**src/logic/ccd_consts.svh**
```systemverilog
// Register offsets, reset values, field positions and timing counts of the clock unit.
// Assumes a 25 MHz system clock and 32-bit APB data with word-aligned registers.
`ifndef CCD_CONSTS_SVH
`define CCD_CONSTS_SVH

`define CCD_ADDR_REGCTL 8'h00
`define CCD_ADDR_DIV    8'h04
`define CCD_ADDR_PLL    8'h08
`define CCD_ADDR_STAT   8'h0c

`define CCD_REGCTL_RST  6'h07
`define CCD_DIV_RST     6'h05
`define CCD_MULT_RST    6'h0a
`define CCD_REGULATOR_FREQUENCY_FIELD_RST    2'h3
`define CCD_REGULATOR_FREQUENCY_FIELD_OFF    2'h0
`define CCD_PLL_GO_BIT  8

`define CCD_CLK_NS      40
`define CCD_LOCK_NS     2000
`define CCD_LOCK_CYC    ((`CCD_LOCK_NS + `CCD_CLK_NS - 1) / `CCD_CLK_NS)

`endif

```
**src/logic/ccd_pkg.sv**
```systemverilog
// Types shared by the clock and wake unit.
// Assumes ccd_consts.svh carries all numeric constants.
package ccd_pkg;
  typedef enum logic [1:0] {
    CCD_RUN   = 2'b00,
    CCD_HIB   = 2'b01,
    CCD_PWRUP = 2'b11,
    CCD_BOOT  = 2'b10
  } ccd_wake_t;

  typedef struct packed {
    logic       eth_wen;
    logic       usb_wen;
    logic       rtc_wen;
    logic       buf_en;
    logic [1:0] regulator_frequency_field;
  } ccd_regctl_t;

  typedef struct packed {
    logic [1:0] core;
    logic [3:0] sys;
  } ccd_div_t;
endpackage

```
**src/logic/ccd_top.sv**
```systemverilog
// Clock divider and regulator wake unit with an APB register slave.
// Assumes APB master on CLK_I; the PLL oscillator is modelled by CLK_I itself.
//
// Behaviour
// - Wake outputs high request power, identical pair
// - Wake outputs tell regulator to cut core
// - RTC, USB, Ethernet or reset wake boots
// - Accepted wake event raises wake outputs
// - Start-up waits for active-low power good
// - Buffered input clock, on after reset, gateable
// - PLL multiplier feeds both clock dividers
// - Multiplier changed by write-then-commit sequence; the commit write loads its own data, not the pending value
// - Clock reference at system rate, memory-controller gated
// - Peripherals clocked only from system clock
// - System divider ratio equals field, 1..15
// - System divider changes without PLL relock
// - Core divider selects 1, 2, 4, 8
// - Frequency field zero drops both wake outputs
//
// The implementer's own choices: the APB interface to the registers and the register addresses.
`include "ccd_consts.svh"

module ccd_top (
  input  wire logic        CLK_I,
  input  wire logic        NRST_I,
  input  wire logic        PSEL_I,
  input  wire logic        PENABLE_I,
  input  wire logic        PWRITE_I,
  input  wire logic [7:0]  PADDR_I,
  input  wire logic [31:0] PWDATA_I,
  output logic      [31:0] PRDATA_O,
  output logic             PREADY_O,
  output logic             PSLVERR_O,
  input  wire logic        POWER_GOOD_N_I,
  input  wire logic        RTC_WAKE_I,
  input  wire logic        USB_WAKE_I,
  input  wire logic        ETH_WAKE_I,
  input  wire logic        SDRAM_REF_EN_I,
  input  wire logic        ASYNC_REF_EN_I,
  output logic             WAKE_OUT_A_O,
  output logic             WAKE_OUT_B_O,
  output logic             BUFFERED_CLOCK_OUT_O,
  output logic             CORE_CLOCK_EN_O,
  output logic             SYS_CLOCK_EN_O,
  output logic             SYSTEM_CLOCK_REF_OUT_O,
  output logic      [5:0]  PLL_MULT_O,
  output logic             PLL_LOCKED_O,
  output logic             BOOT_START_O,
  output logic             CORE_RUN_O
);
  import ccd_pkg::*;

  localparam int LOCK_CYC = `CCD_LOCK_CYC;
  localparam logic [6:0] LOCK_LOAD = 7'(`CCD_LOCK_CYC);

  logic        rst_s1;
  logic        rst_n;
  ccd_regctl_t regctl;
  ccd_regctl_t next_regctl;
  ccd_div_t    divsel;
  ccd_div_t    next_divsel;
  logic [5:0]  mult_pend;
  logic [5:0]  next_mult_pend;
  logic [5:0]  mult_act;
  logic [5:0]  next_mult_act;
  logic [6:0]  lock_cnt;
  logic [6:0]  next_lock_cnt;
  logic [31:0] next_prdata;
  logic        ref_out;
  logic        next_ref_out;
  logic        buf_en_lat;
  logic        wr;
  logic        sys_tick;
  logic        core_tick;
  logic        wake;
  logic        boot;
  logic        restore;
  logic        wake_ev;
  ccd_wake_t   wstate;

  function automatic logic mapped(input logic [7:0] a);
    mapped = (a == `CCD_ADDR_REGCTL) || (a == `CCD_ADDR_DIV) ||
             (a == `CCD_ADDR_PLL) || (a == `CCD_ADDR_STAT);
  endfunction

  // Refuses unmapped addresses, status writes and a zero system ratio
  function automatic logic refused(input logic [7:0] a, input logic w, input logic [31:0] d);
    refused = !mapped(a) || (w && a == `CCD_ADDR_STAT) ||
              (w && a == `CCD_ADDR_DIV && d[3:0] == 4'h0);
  endfunction

  // Second stage is the only reader of the first
  always_ff @(posedge CLK_I or negedge NRST_I) begin
    if (!NRST_I) begin
      rst_s1 <= 1'b0;
      rst_n  <= 1'b0;
    end else begin
      rst_s1 <= 1'b1;
      rst_n  <= rst_s1;
    end
  end

  assign wr        = PSEL_I && PENABLE_I && PWRITE_I && !refused(PADDR_I, 1'b1, PWDATA_I);
  assign PREADY_O  = 1'b1;
  assign PSLVERR_O = PSEL_I && PENABLE_I && refused(PADDR_I, PWRITE_I, PWDATA_I);

  always_comb begin
    next_regctl    = regctl;
    next_divsel    = divsel;
    next_mult_pend = mult_pend;
    next_mult_act  = mult_act;
    next_lock_cnt  = (lock_cnt == 7'h00) ? lock_cnt : lock_cnt - 7'h01;
    if (wr && PADDR_I == `CCD_ADDR_REGCTL) begin
      next_regctl = PWDATA_I[5:0];
    end
    if (wr && PADDR_I == `CCD_ADDR_DIV) begin
      next_divsel = PWDATA_I[5:0];
    end
    if (wr && PADDR_I == `CCD_ADDR_PLL) begin
      next_mult_pend = PWDATA_I[5:0];
      if (PWDATA_I[`CCD_PLL_GO_BIT]) begin
        next_mult_act = PWDATA_I[5:0];
        next_lock_cnt = LOCK_LOAD;
      end
    end
    // A wake brings the regulator back to its default level
    if (restore) begin
      next_regctl.regulator_frequency_field = `CCD_REGULATOR_FREQUENCY_FIELD_RST;
    end
  end

  always_ff @(posedge CLK_I or negedge rst_n) begin
    if (!rst_n) begin
      regctl    <= `CCD_REGCTL_RST;
      divsel    <= `CCD_DIV_RST;
      mult_pend <= `CCD_MULT_RST;
      mult_act  <= `CCD_MULT_RST;
      lock_cnt  <= 7'h00;
    end else begin
      regctl    <= next_regctl;
      divsel    <= next_divsel;
      mult_pend <= next_mult_pend;
      mult_act  <= next_mult_act;
      lock_cnt  <= next_lock_cnt;
    end
  end

  always_comb begin
    next_prdata = PRDATA_O;
    if (PSEL_I && !PENABLE_I) begin
      next_prdata = 32'h0000_0000;
      unique case (PADDR_I)
        `CCD_ADDR_REGCTL: next_prdata[5:0] = regctl;
        `CCD_ADDR_DIV:    next_prdata[5:0] = divsel;
        `CCD_ADDR_PLL:    next_prdata[5:0] = mult_pend;
        `CCD_ADDR_STAT:   next_prdata[9:0] = {mult_act, !POWER_GOOD_N_I, wstate,
                                              lock_cnt == 7'h00};
        default:          next_prdata = 32'h0000_0000;
      endcase
    end
  end

  // System divider keeps running through a PLL relock
  ccd_div #(.W(4)) u_sys_div (
    .clk_i   (CLK_I),
    .rst_n_i (rst_n),
    .ratio_i (divsel.sys),
    .tick_o  (sys_tick)
  );

  ccd_div #(.W(4)) u_core_div (
    .clk_i   (CLK_I),
    .rst_n_i (rst_n),
    .ratio_i (4'h1 << divsel.core),
    .tick_o  (core_tick)
  );

  assign wake_ev = (RTC_WAKE_I && regctl.rtc_wen) || (USB_WAKE_I && regctl.usb_wen) ||
                   (ETH_WAKE_I && regctl.eth_wen);

  ccd_wake u_wake (
    .clk_i          (CLK_I),
    .rst_n_i        (rst_n),
    .hib_req_i      (regctl.regulator_frequency_field == `CCD_REGULATOR_FREQUENCY_FIELD_OFF),
    .wake_ev_i      (wake_ev),
    .power_good_n_i (POWER_GOOD_N_I),
    .state_o        (wstate),
    .wake_o         (wake),
    .boot_o         (boot),
    .restore_o      (restore)
  );

  assign next_ref_out = sys_tick && (SDRAM_REF_EN_I || ASYNC_REF_EN_I);

  always_ff @(posedge CLK_I or negedge rst_n) begin
    if (!rst_n) begin
      PRDATA_O     <= 32'h0000_0000;
      ref_out      <= 1'b0;
      WAKE_OUT_A_O <= 1'b1;
      WAKE_OUT_B_O <= 1'b1;
      BOOT_START_O <= 1'b0;
      CORE_RUN_O   <= 1'b0;
    end else begin
      PRDATA_O     <= next_prdata;
      ref_out      <= next_ref_out;
      WAKE_OUT_A_O <= wake;
      WAKE_OUT_B_O <= wake;
      BOOT_START_O <= boot;
      CORE_RUN_O   <= (wstate == CCD_RUN);
    end
  end

  // Enable latched while the clock is low so the gated copy never glitches
  always_ff @(negedge CLK_I or negedge rst_n) begin
    if (!rst_n) begin
      buf_en_lat <= 1'b1;
    end else begin
      buf_en_lat <= regctl.buf_en;
    end
  end

  assign BUFFERED_CLOCK_OUT_O   = CLK_I && buf_en_lat;
  assign CORE_CLOCK_EN_O        = core_tick;
  assign SYS_CLOCK_EN_O         = sys_tick;
  assign SYSTEM_CLOCK_REF_OUT_O = ref_out;
  assign PLL_MULT_O             = mult_act;
  assign PLL_LOCKED_O           = (lock_cnt == 7'h00);

  pll_relock_a: assert property (@(posedge CLK_I) disable iff (!rst_n)
    (wr && PADDR_I == `CCD_ADDR_PLL && PWDATA_I[`CCD_PLL_GO_BIT])
      |=> !PLL_LOCKED_O ##LOCK_CYC PLL_LOCKED_O)
    else $error("pll lock time wrong");
  sys_div_write_a: assert property (@(posedge CLK_I) disable iff (!rst_n)
    (wr && PADDR_I == `CCD_ADDR_DIV) |=> divsel.sys == $past(PWDATA_I[3:0]))
    else $error("system divider write not applied at once");
  zero_ratio_a: assert property (@(posedge CLK_I) disable iff (!rst_n)
    divsel.sys != 4'h0)
    else $error("illegal zero system ratio stored");
  ref_gate_a: assert property (@(posedge CLK_I) disable iff (!rst_n)
    (!SDRAM_REF_EN_I && !ASYNC_REF_EN_I) |=> !SYSTEM_CLOCK_REF_OUT_O)
    else $error("clock reference ran while disabled");
  wake_pair_a: assert property (@(posedge CLK_I) disable iff (!rst_n)
    WAKE_OUT_A_O == WAKE_OUT_B_O)
    else $error("wake outputs differ");
  regulator_frequency_field_off_a: assert property (@(posedge CLK_I) disable iff (!rst_n)
    (wstate == CCD_RUN && regctl.regulator_frequency_field == `CCD_REGULATOR_FREQUENCY_FIELD_OFF) |=> ##1 !WAKE_OUT_A_O)
    else $error("shutdown did not drop wake outputs");

  // Refused writes must leave divsel and mult_pend alone
  refused_write_a: assert property (@(posedge CLK_I) disable iff (!rst_n)
    (PSEL_I && PENABLE_I && PWRITE_I && PSLVERR_O)
      |=> $stable(divsel) && $stable(mult_pend))
    else $error("refused write changed a register");

  restore_regulator_frequency_field_a: assert property (@(posedge CLK_I) disable iff (!rst_n)
    restore |=> regctl.regulator_frequency_field == `CCD_REGULATOR_FREQUENCY_FIELD_RST)
    else $error("wake did not restore regulator level");

  // Multiplier only reaches the PLL on a commit, which loads the commit write's own data, not the pending value
  pll_pend_a: assert property (@(posedge CLK_I) disable iff (!rst_n)
    (wr && PADDR_I == `CCD_ADDR_PLL) |=> mult_pend == $past(PWDATA_I[5:0]))
    else $error("pending multiplier not stored");

  mult_hold_a: assert property (@(posedge CLK_I) disable iff (!rst_n)
    !(wr && PADDR_I == `CCD_ADDR_PLL && PWDATA_I[`CCD_PLL_GO_BIT]) |=> $stable(PLL_MULT_O))
    else $error("multiplier changed without commit");

  mult_commit_a: assert property (@(posedge CLK_I) disable iff (!rst_n)
    (wr && PADDR_I == `CCD_ADDR_PLL && PWDATA_I[`CCD_PLL_GO_BIT])
      |=> PLL_MULT_O == $past(PWDATA_I[5:0]))
    else $error("committed multiplier not applied");

  // Reference is a delayed copy of the system enable, gated by the two reference enables
  ref_follow_a: assert property (@(posedge CLK_I) disable iff (!rst_n)
    SYSTEM_CLOCK_REF_OUT_O |-> $past(SYS_CLOCK_EN_O))
    else $error("clock reference off the system rate");

  ref_on_a: assert property (@(posedge CLK_I) disable iff (!rst_n)
    (rst_n && SYS_CLOCK_EN_O && (SDRAM_REF_EN_I || ASYNC_REF_EN_I))
      |=> SYSTEM_CLOCK_REF_OUT_O)
    else $error("clock reference missing while enabled");

  // Ratio one must give an enable on every cycle
  sys_ratio_one_a: assert property (@(posedge CLK_I) disable iff (!rst_n)
    (SYS_CLOCK_EN_O && divsel.sys == 4'h1) |=> SYS_CLOCK_EN_O)
    else $error("system ratio one skipped a cycle");

  // Guard on reset too: the release edge still clears the counters
  core_ratio_two_a: assert property (@(posedge CLK_I) disable iff (!rst_n)
    (rst_n && CORE_CLOCK_EN_O && divsel.core == 2'h1)
      |=> !CORE_CLOCK_EN_O ##1 CORE_CLOCK_EN_O)
    else $error("core ratio two period wrong");

  hib_hold_a: assert property (@(posedge CLK_I) disable iff (!rst_n)
    (wstate == CCD_HIB && !wake_ev)
      |=> wstate == CCD_HIB && !WAKE_OUT_A_O && !WAKE_OUT_B_O)
    else $error("hibernate left without a wake");

  // Boot may follow only a good supply two cycles earlier
  boot_gate_a: assert property (@(posedge CLK_I) disable iff (!rst_n)
    $rose(BOOT_START_O) |-> $past(POWER_GOOD_N_I, 2) == 1'b0)
    else $error("boot without power good");

  run_after_boot_a: assert property (@(posedge CLK_I) disable iff (!rst_n)
    $rose(CORE_RUN_O) |-> $past(BOOT_START_O))
    else $error("core ran without a boot");
endmodule

```
**src/logic/ccd_div.sv**
```systemverilog
// Ratio divider producing a one-cycle tick every ratio_i input clocks.
// Assumes ratio_i is at least one; a new ratio is adopted only at a wrap.
module ccd_div #(
  parameter int W = 4
) (
  input  wire logic         clk_i,
  input  wire logic         rst_n_i,
  input  wire logic [W-1:0] ratio_i,
  output logic              tick_o
);
  import ccd_pkg::*;

  logic [W-1:0] cnt;
  logic [W-1:0] act;
  logic [W-1:0] next_cnt;
  logic [W-1:0] next_act;

  // Ratio only changes at a wrap so no period is ever cut short
  always_comb begin
    next_cnt = cnt - {{(W-1){1'b0}}, 1'b1};
    next_act = act;
    if (cnt == '0) begin
      next_act = ratio_i;
      next_cnt = ratio_i - {{(W-1){1'b0}}, 1'b1};
    end
  end

  always_ff @(posedge clk_i or negedge rst_n_i) begin
    if (!rst_n_i) begin
      cnt <= '0;
      act <= {{(W-1){1'b0}}, 1'b1};
    end else begin
      cnt <= next_cnt;
      act <= next_act;
    end
  end

  assign tick_o = (cnt == '0);

  ratio_hold_a: assert property (@(posedge clk_i) disable iff (!rst_n_i)
    !tick_o |=> act == $past(act))
    else $error("divider ratio changed mid period");
  // Reset sampled too: the release edge itself still clears the counter
  tick_spacing_a: assert property (@(posedge clk_i) disable iff (!rst_n_i)
    (rst_n_i && tick_o) |=> cnt == $past(ratio_i) - {{(W-1){1'b0}}, 1'b1})
    else $error("divider reload does not match ratio");
endmodule

```
**src/logic/ccd_wake.sv**
```systemverilog
// Hibernate and wake sequencer driving the external regulator request.
// Assumes wake events are already gated by their enables and power_good_n is synchronous.
module ccd_wake (
  input  wire logic              clk_i,
  input  wire logic              rst_n_i,
  input  wire logic              hib_req_i,
  input  wire logic              wake_ev_i,
  input  wire logic              power_good_n_i,
  output ccd_pkg::ccd_wake_t     state_o,
  output logic                   wake_o,
  output logic                   boot_o,
  output logic                   restore_o
);
  import ccd_pkg::*;

  ccd_wake_t state;
  ccd_wake_t next_state;

  always_comb begin
    next_state = state;
    unique case (state)
      CCD_RUN:   if (hib_req_i) next_state = CCD_HIB;
      CCD_HIB:   if (wake_ev_i) next_state = CCD_PWRUP;
      CCD_PWRUP: if (!power_good_n_i) next_state = CCD_BOOT;
      CCD_BOOT:  next_state = CCD_RUN;
    endcase
  end

  // Reset lands in power-up, so a reset is itself a wake
  always_ff @(posedge clk_i or negedge rst_n_i) begin
    if (!rst_n_i) begin
      state <= CCD_PWRUP;
    end else begin
      state <= next_state;
    end
  end

  assign state_o   = state;
  assign wake_o    = (state != CCD_HIB);
  assign boot_o    = (state == CCD_BOOT);
  assign restore_o = (state == CCD_HIB) && wake_ev_i;

  hib_entry_a: assert property (@(posedge clk_i) disable iff (!rst_n_i)
    (state == CCD_RUN && hib_req_i) |=> !wake_o)
    else $error("wake request stayed high after shutdown");
  wake_exit_a: assert property (@(posedge clk_i) disable iff (!rst_n_i)
    (state == CCD_HIB && wake_ev_i) |=> wake_o && state == CCD_PWRUP)
    else $error("wake event did not raise the regulator request");
  pg_hold_a: assert property (@(posedge clk_i) disable iff (!rst_n_i)
    (state == CCD_PWRUP && power_good_n_i) |=> !boot_o)
    else $error("boot started before power good");
  boot_pulse_a: assert property (@(posedge clk_i) disable iff (!rst_n_i)
    $rose(boot_o) |=> !boot_o && state == CCD_RUN)
    else $error("boot pulse not single cycle");
endmodule

```
**config.mk**
```make
export PLATFORM = sky130hd
export DESIGN_NAME = ccd_top
export DESIGN_NICKNAME = d
export VERILOG_FILES = /design/src/logic/ccd_pkg.sv /design/src/logic/ccd_top.sv /design/src/logic/ccd_div.sv /design/src/logic/ccd_wake.sv
export VERILOG_INCLUDE_DIRS = /design/src /design/src/logic
export SDC_FILE = /design/constraint.sdc
export NUM_CORES = 1
export LEC_CHECK = 0
export ABC_CLOCK_PERIOD_IN_PS = 2800
export BUFFER_PORTS_ARGS = -buffer_cell sky130_fd_sc_hd__clkbuf_2
export CORE_MARGIN = 2
export CORE_UTILIZATION = 36
export CTS_CLUSTER_DIAMETER = 40
export DETAILED_ROUTE_END_ITERATION = 16
export HOLD_SLACK_MARGIN = 0.12
export PLACE_DENSITY = 0.61
export RECOVER_POWER = 50
export SETUP_SLACK_MARGIN = 0.05
export SKIP_CTS_REPAIR_TIMING = 1
export SLEW_MARGIN = 30
export SYNTH_ARGS = -nofsm -noshare
export SYNTH_HDL_FRONTEND = slang
export SYNTH_SLANG_ARGS = --single-unit
export TNS_END_PERCENT = 10
```
**constraint.sdc**
```tcl
create_clock -name CLK_I -period 2.8 [get_ports CLK_I]
set_input_delay 0.14 -clock CLK_I [delete_from_list [all_inputs] [get_ports CLK_I]]
set_output_delay 0.14 -clock CLK_I [all_outputs]
set_load 0.02 [all_outputs]
```
==> flow_metrics.py, run 1 <==
metrics = {
    "cells_and_area": {
        "nNetsFinal": 361,
        "final_cell_mix": "50 x clkbuf_2, 44 x dfrtp_1, 24 x conb_1",
        "synthToLayoutAreaGrowth_pct": 21.3,
        "drive_above_1_share_pct": 36.5,
        "layout_commonest_cell": "clkbuf_2",
        "n_antenna_cell": 0,
    },
    "timing": {
        "slew_headroom_pct": 9.12,
        "hold_viol": 0,
        "hold_ws_ns": 0.137,
        "layout_setup_ws_ns": 0.0406,
        "grt_setup_unrepaired": "true",
        "finClkSkew_ns": 0.0536,
        "setup_viol": 0,
        "worstMarginPinSlew_ns": 1.36,
        "fin_setup_tns_ns": 0,
        "finalMaxSlewViolations": 0,
    },
    "floorplan": {
        "coreArea_um2": 7690,
        "die_area_um2": 8580,
        "initial_core_util_pct": 36.8,
        "num_io_pins": 100,
        "num_rows": 32,
        "die_h_um": 92.6,
        "die_w_um": 92.6,
    },
    "worst_setup_path": {
        "crit_required_ns": 2.66,
        "critical_path_arrival_ns": 2.62,
        "critPathKind": "flip-flop to output port",
        "start_kind": "flip-flop",
        "path_max_fanout": 1,
        "endpoint_kind": "output port",
    },
    "synth": {
        "synth.yosys.seq_area_share_pct": 51.9,
        "yosys_warnings": 0,
        "syn_area_per_cell_um2": 12.0,
        "synth-edff-count": 0,
        "ys.flop_type": "dfrtp_1",
        "synthCells": 236,
        "async_reset_ff_share_pct": 100,
        "netlist_area_um2": 2830,
        "ys_seq_elements": 58,
        "netlist-cell-type-count": 48,
    },
    "power_and_ir_drop": {
        "p_comb_share_pct": 22.6,
        "clock_power_share_pct": 31.9,
        "p_sw_uw": 783,
        "power_frac_seq_pct": 45.6,
        "irDropWorstVdd_v": 0.000296,
        "p_int_mw": 1.70,
        "leakage_nw": 1.63,
        "power_density_nw_per_um2": 724,
        "swShare_pct": 31.5,
    },
    "drt": {
        "wl_per_cell_um": 14.7,
        "dr_total_vias": 2002,
        "ant_nets": 0,
        "drt_iter0_drc": 110,
        "dr.pass1.iters": 5,
        "drc_errors": 0,
        "viasPerCell": 4.84,
        "wl_um": 6080,
    },
    "global_routing": {
        "antenna_found_initial": 0,
        "grt_pass1_vias": 1999,
        "grt_usage_pct": 16.0,
        "grt_max_degree": 56,
        "grt_pass1_wl_um": 10100,
        "gr-total-overflow": 0,
    },
    "outcome": {
        "status": "finished clean",
    },
    "place": {
        "preCtsSetupSlack_ns": 0.517,
        "hpwlAfterDp_um": 4360,
        "place.gp.congestion": 0.827,
        "portBuffers": 51,
    },
    "clock_network": {
        "cts_tree": "yes",
        "clk_pin_slew_worst_paths_ns": 0.07,
        "clkLatencyLatePin_ns": 0.49,
    },
    "hold_path": {
        "min_path_type": "input port to flip-flop",
    },
    "run": {
        "drv_cap": 0,
    },
}
-- through the flow --
stage / std cells / power [mW] / instance area (µm²) / utilization [%]
after global routing: 414 / 2.65 / 3430 / 44.6
after floorplan: 258 / 1.57 / 2910 / -
after detailed placement: 384 / 1.70 / 3100 / 40.3
after global placement: 384 / 1.67 / 3100 / 40.3
after CTS: 403 / 2.49 / 3310 / 43.1
final: 414 / 2.48 / 3430 / 44.6
-- worst paths after layout --
| check | slack, ns | to | start | depth (start not counted) |
|---|---|---|---|---|
| min | 0.14 | PRDATA_O[7]$_DFFE_PN0P_ | PADDR_I[6] | 4 |
| max reg2reg | 0.85 | buf_en_lat$_DFF_NN1_ | regctl[2]$_DFFE_PN1P_ | 0 |
| min reg2reg | 0.35 | rst_n$_DFF_PN0_ | rst_s1$_DFF_PN0_ | 0 |
| max | 0.04 | BUFFERED_CLOCK_OUT_O | buf_en_lat$_DFF_NN1_ | 2 |
| max in group asynchronous | 1.21 | buf_en_lat$_DFF_NN1_ | rst_n$_DFF_PN0_ | 0 |
| min in group asynchronous | 0.55 | rst_s1$_DFF_PN0_ | NRST_I | 3 |
-- cell usage after synthesis (3+ instances only) --
library cell	number	area share [%]
nor2_1	12	1.6
dfstp_2	13	12
nor4_1	5	1.1
clkbuf_1	4	0.53
ha_1	3	1.3
nor2b_1	3	0.66
o41ai_1	3	0.93
buf_4	24	6.4
a22o_1	5	1.5
o211ai_1	3	0.80
mux2_2	19	7.6
nor3_1	8	1.4
xnor2_1	6	1.9
mux2_1	3	1.2
inv_1	12	1.6
dfrtp_1	45	40
o21ai_0	6	1.1
a21oi_1	5	0.88
nand2_1	13	1.7
mux4_2	5	4.0
-- power by group through the flow --
stage / clock network (mW) / logic [mW] / registers (mW)
floorplan: 0.00505 / 0.422 / 1.15
global placement: 0.00529 / 0.533 / 1.13
detailed placement: 0.00529 / 0.556 / 1.14
CTS: 0.810 / 0.555 / 1.13
global route: 0.860 / 0.633 / 1.15
finish: 0.792 / 0.560 / 1.13
-- area by class of cell --
type	count	area, µm²
Fill cell	747	4260
Sequential cell	58	1470
Multi-Input combinational cell	158	1180
Timing Repair Buffer	64	379
Clock buffer	16	208
Tap cell	102	128
Inverter	11	41.3
Clock inverter	5	22.5
-- layer usage --
metal,wire length [µm],part of all wire (%),up-vias,global-route usage (%)
li1,-,-,944,-
met1,2930,48,981,21.3
met2,2610,43,67,22.3
met3,410,6.7,10,5.78
met4,125,2.1,0,9.31
met5,0,0,-,0
-- flip-flops by register name, indices dropped and copies added (netlist names) --
register and count:
BOOT_START_O 1, CORE_RUN_O 1, PLL_MULT_O 6, PRDATA_O 10
SYSTEM_CLOCK_REF_OUT_O 1, WAKE_OUT_B_O 1, buf_en_lat 1, divsel 6
lock_cnt 7, mult_pend 6, regctl 6, rst_n 1
rst_s1 1, u_core_div.cnt 4, u_sys_div.cnt 4, u_wake.state_o 2
-- kinds of logic after synthesis --
logic type	after synthesis	share of synthesized area (%)
xor gates and xnor gates	6	1.86
muxes	28	13.1
DFF	58	51.9
and+or+nand+nor	62	13.5
adders and majority gates	3	1.33
other	2	0.266
buffers and inverters	42	9.29
AOI/OAI and AO/OA	35	8.76
-- critical path, stage by stage, from the launching register on --
cell and delay [ns]:
dfstp_2 0.50, and2_4 0.12, buf_6 0.10
Power figures use the tool's default switching activity.
==> run 2, diff against run 1 <==
--- a/config.mk
+++ b/config.mk
@@ -9,11 +9,11 @@
 export ABC_CLOCK_PERIOD_IN_PS = 2800
 export BUFFER_PORTS_ARGS = -buffer_cell sky130_fd_sc_hd__clkbuf_2
 export CORE_MARGIN = 2
-export CORE_UTILIZATION = 36
+export CORE_UTILIZATION = 54
 export CTS_CLUSTER_DIAMETER = 40
 export DETAILED_ROUTE_END_ITERATION = 16
 export HOLD_SLACK_MARGIN = 0.12
-export PLACE_DENSITY = 0.61
+export PLACE_DENSITY = 0.86
 export RECOVER_POWER = 50
 export SETUP_SLACK_MARGIN = 0.05
 export SKIP_CTS_REPAIR_TIMING = 1
==> flow_metrics.py, run 2 (synthesized netlist as in run 1, its figures left out) <==
metrics = {
    "power_and_ir_drop": {
        "swShare_pct": 29.8,
        "irDropWorstVdd_v": 0.000387,
        "power_density_nw_per_um2": 760,
        "p_sw_uw": 774,
        "p_int_mw": 1.82,
        "clock_power_share_pct": 34.8,
        "leakage_nw": 1.62,
        "power_frac_seq_pct": 43.9,
        "p_comb_share_pct": 21.3,
        "finalPower_mw": 2.59,
    },
    "cells_and_area": {
        "postLayoutCoreUtil_pct": 67.2,
        "drive_above_1_share_pct": 35.4,
        "final_area_um2": 3410,
        "final_cell_mix": "48 x clkbuf_2, 44 x dfrtp_1, 24 x conb_1",
        "synthToLayoutAreaGrowth_pct": 20.7,
        "nNetsFinal": 360,
        "fin_cells": 381,
        "largest_register_ffs": 10,
        "top_register": "PRDATA_O",
        "layout_commonest_cell": "clkbuf_2",
        "n_antenna_cell": 0,
        "top_regs": "PRDATA_O x10, lock_cnt x7",
    },
    "worst_setup_path": {
        "critPathKind": "flip-flop to output port",
        "crit_buf_inv": 1,
        "path_max_fanout": 1,
        "r2r_slack_ns": 0.84,
        "cpMaxStageDelayCell": "dfstp_2",
        "cpPeakStageDelay_ns": 0.52,
        "cp.depth": 2,
        "r2r_end": "buf_en_lat$_DFF_NN1_",
        "crit_family": "flip-flops",
        "reg2reg_depth": 0,
        "worstReg2RegStart": "regctl[2]$_DFFE_PN1P_",
        "critical_path_arrival_ns": 2.66,
        "cp-startpoint": "buf_en_lat$_DFF_NN1_",
        "start_kind": "flip-flop",
        "endpoint_kind": "output port",
        "critPathCapture": "BUFFERED_CLOCK_OUT_O",
        "worstPathCellList": "and2_4 > buf_6",
        "crit_required_ns": 2.66,
    },
    "drt": {
        "ant_nets": 0,
        "wl_um": 5810,
        "viasPerCell": 5.32,
        "dr.pass1.iters": 4,
        "dr_total_vias": 2026,
        "wl_per_cell_um": 15.2,
        "drc_errors": 0,
        "drt_iter0_drc": 136,
    },
    "global_routing": {
        "antenna_found_initial": 0,
        "grt_usage_pct": 22.0,
        "gr-total-overflow": 0,
        "grt_pass1_wl_um": 9800,
        "grt_pass1_vias": 2031,
        "grt_max_degree": 56,
    },
    "outcome": {
        "failed_checks": "setup timing",
        "status": "complete, but fails checks",
    },
    "timing": {
        "finalMaxSlewViolations": 0,
        "layout_setup_ws_ns": -0.00368,
        "slew_headroom_pct": 14.1,
        "hold_viol": 0,
        "worstMarginPinSlew_ns": 1.29,
        "setup_viol": 2,
        "grt_setup_unrepaired": "true",
        "finClkSkew_ns": 0.0607,
    },
    "floorplan": {
        "die_area_um2": 5830,
        "die_w_um": 76.4,
        "num_io_pins": 100,
        "coreArea_um2": 5070,
        "initial_core_util_pct": 55.7,
        "die_h_um": 76.4,
        "num_rows": 26,
    },
    "place": {
        "hpwlAfterDp_um": 4070,
        "portBuffers": 51,
        "place.gp.congestion": 0.840,
        "placed_area_um2": 3050,
        "dp.cells": 351,
    },
    "clock_network": {
        "cts_tree": "yes",
        "clk_pin_slew_worst_paths_ns": 0.06,
        "clkLatencyLatePin_ns": 0.49,
    },
    "hold_path": {
        "hold_depth": 3,
        "min_path_type": "input port to flip-flop",
    },
    "run": {
        "drv_cap": 0,
    },
}
run 2: changes by cell type in the layout (fill, tap and decap cells not counted), sizes merged:
| cell | previous run | this run |
|---|---|---|
| bufinv | 0 | 1 |
| clkbuf | 66 | 68 |
| inv | 13 | 12 |
| clkinv | 3 | 1 |
| buf | 3 | 2 |
run 2: stage by stage:
step	TNS [ns]	setup slack (ns)	hold slack, ns
3_5_place_dp	0	0.519	-0.0651
5_1_grt	-0.0621	-0.0621	0.147
4_1_cts	-0.0622	-0.0622	-0.536
2_1_floorplan	0	0.520	-0.156
3_3_place_gp	0	0.519	-0.0742
6_report	-0.00368	-0.00368	0.135
run 2: layer usage:
metal	up-vias	wire length, µm	share of wire [%]	track usage [%]
li1	944	-	-	-
met1	973	2430	42	27.9
met5	-	0	0	0
met3	15	432	7.4	7.82
met2	94	2790	48	33.2
met4	0	157	2.7	11.6
run 2: power by group through the flow:
stage	Combinational, mW	Sequential (mW)	Clock (mW)
after global placement	0.524	1.13	0.00529
after floorplan	0.422	1.15	0.00505
after global routing	0.627	1.15	0.966
final	0.553	1.14	0.902
after CTS	0.549	1.14	0.917
after detailed placement	0.544	1.15	0.00529
run 2: area by class of cell:
class	count	area [µm²]
Fill cell	392	1660
Clock inverter	3	37.5
Multi-Input combinational cell	158	1180
Sequential cell	58	1470
Inverter	11	41.3
Clock buffer	18	225
Tap cell	70	87.6
Timing Repair Buffer	63	369
run 2: worst min-delay path by stage:
stage               startpoint                            end  slack, ns
floorplan               NRST_I                rst_n$_DFF_PN0_      -0.16
global placement        NRST_I               rst_s1$_DFF_PN0_      -0.07
detailed placement      NRST_I               rst_s1$_DFF_PN0_      -0.07
CTS                     NRST_I               rst_s1$_DFF_PN0_      -0.54
global route        PADDR_I[4]        PRDATA_O[9]$_DFFE_PN0P_       0.15
finish              ETH_WAKE_I  u_wake.state_o[1]$_DFFE_PN1P_       0.14
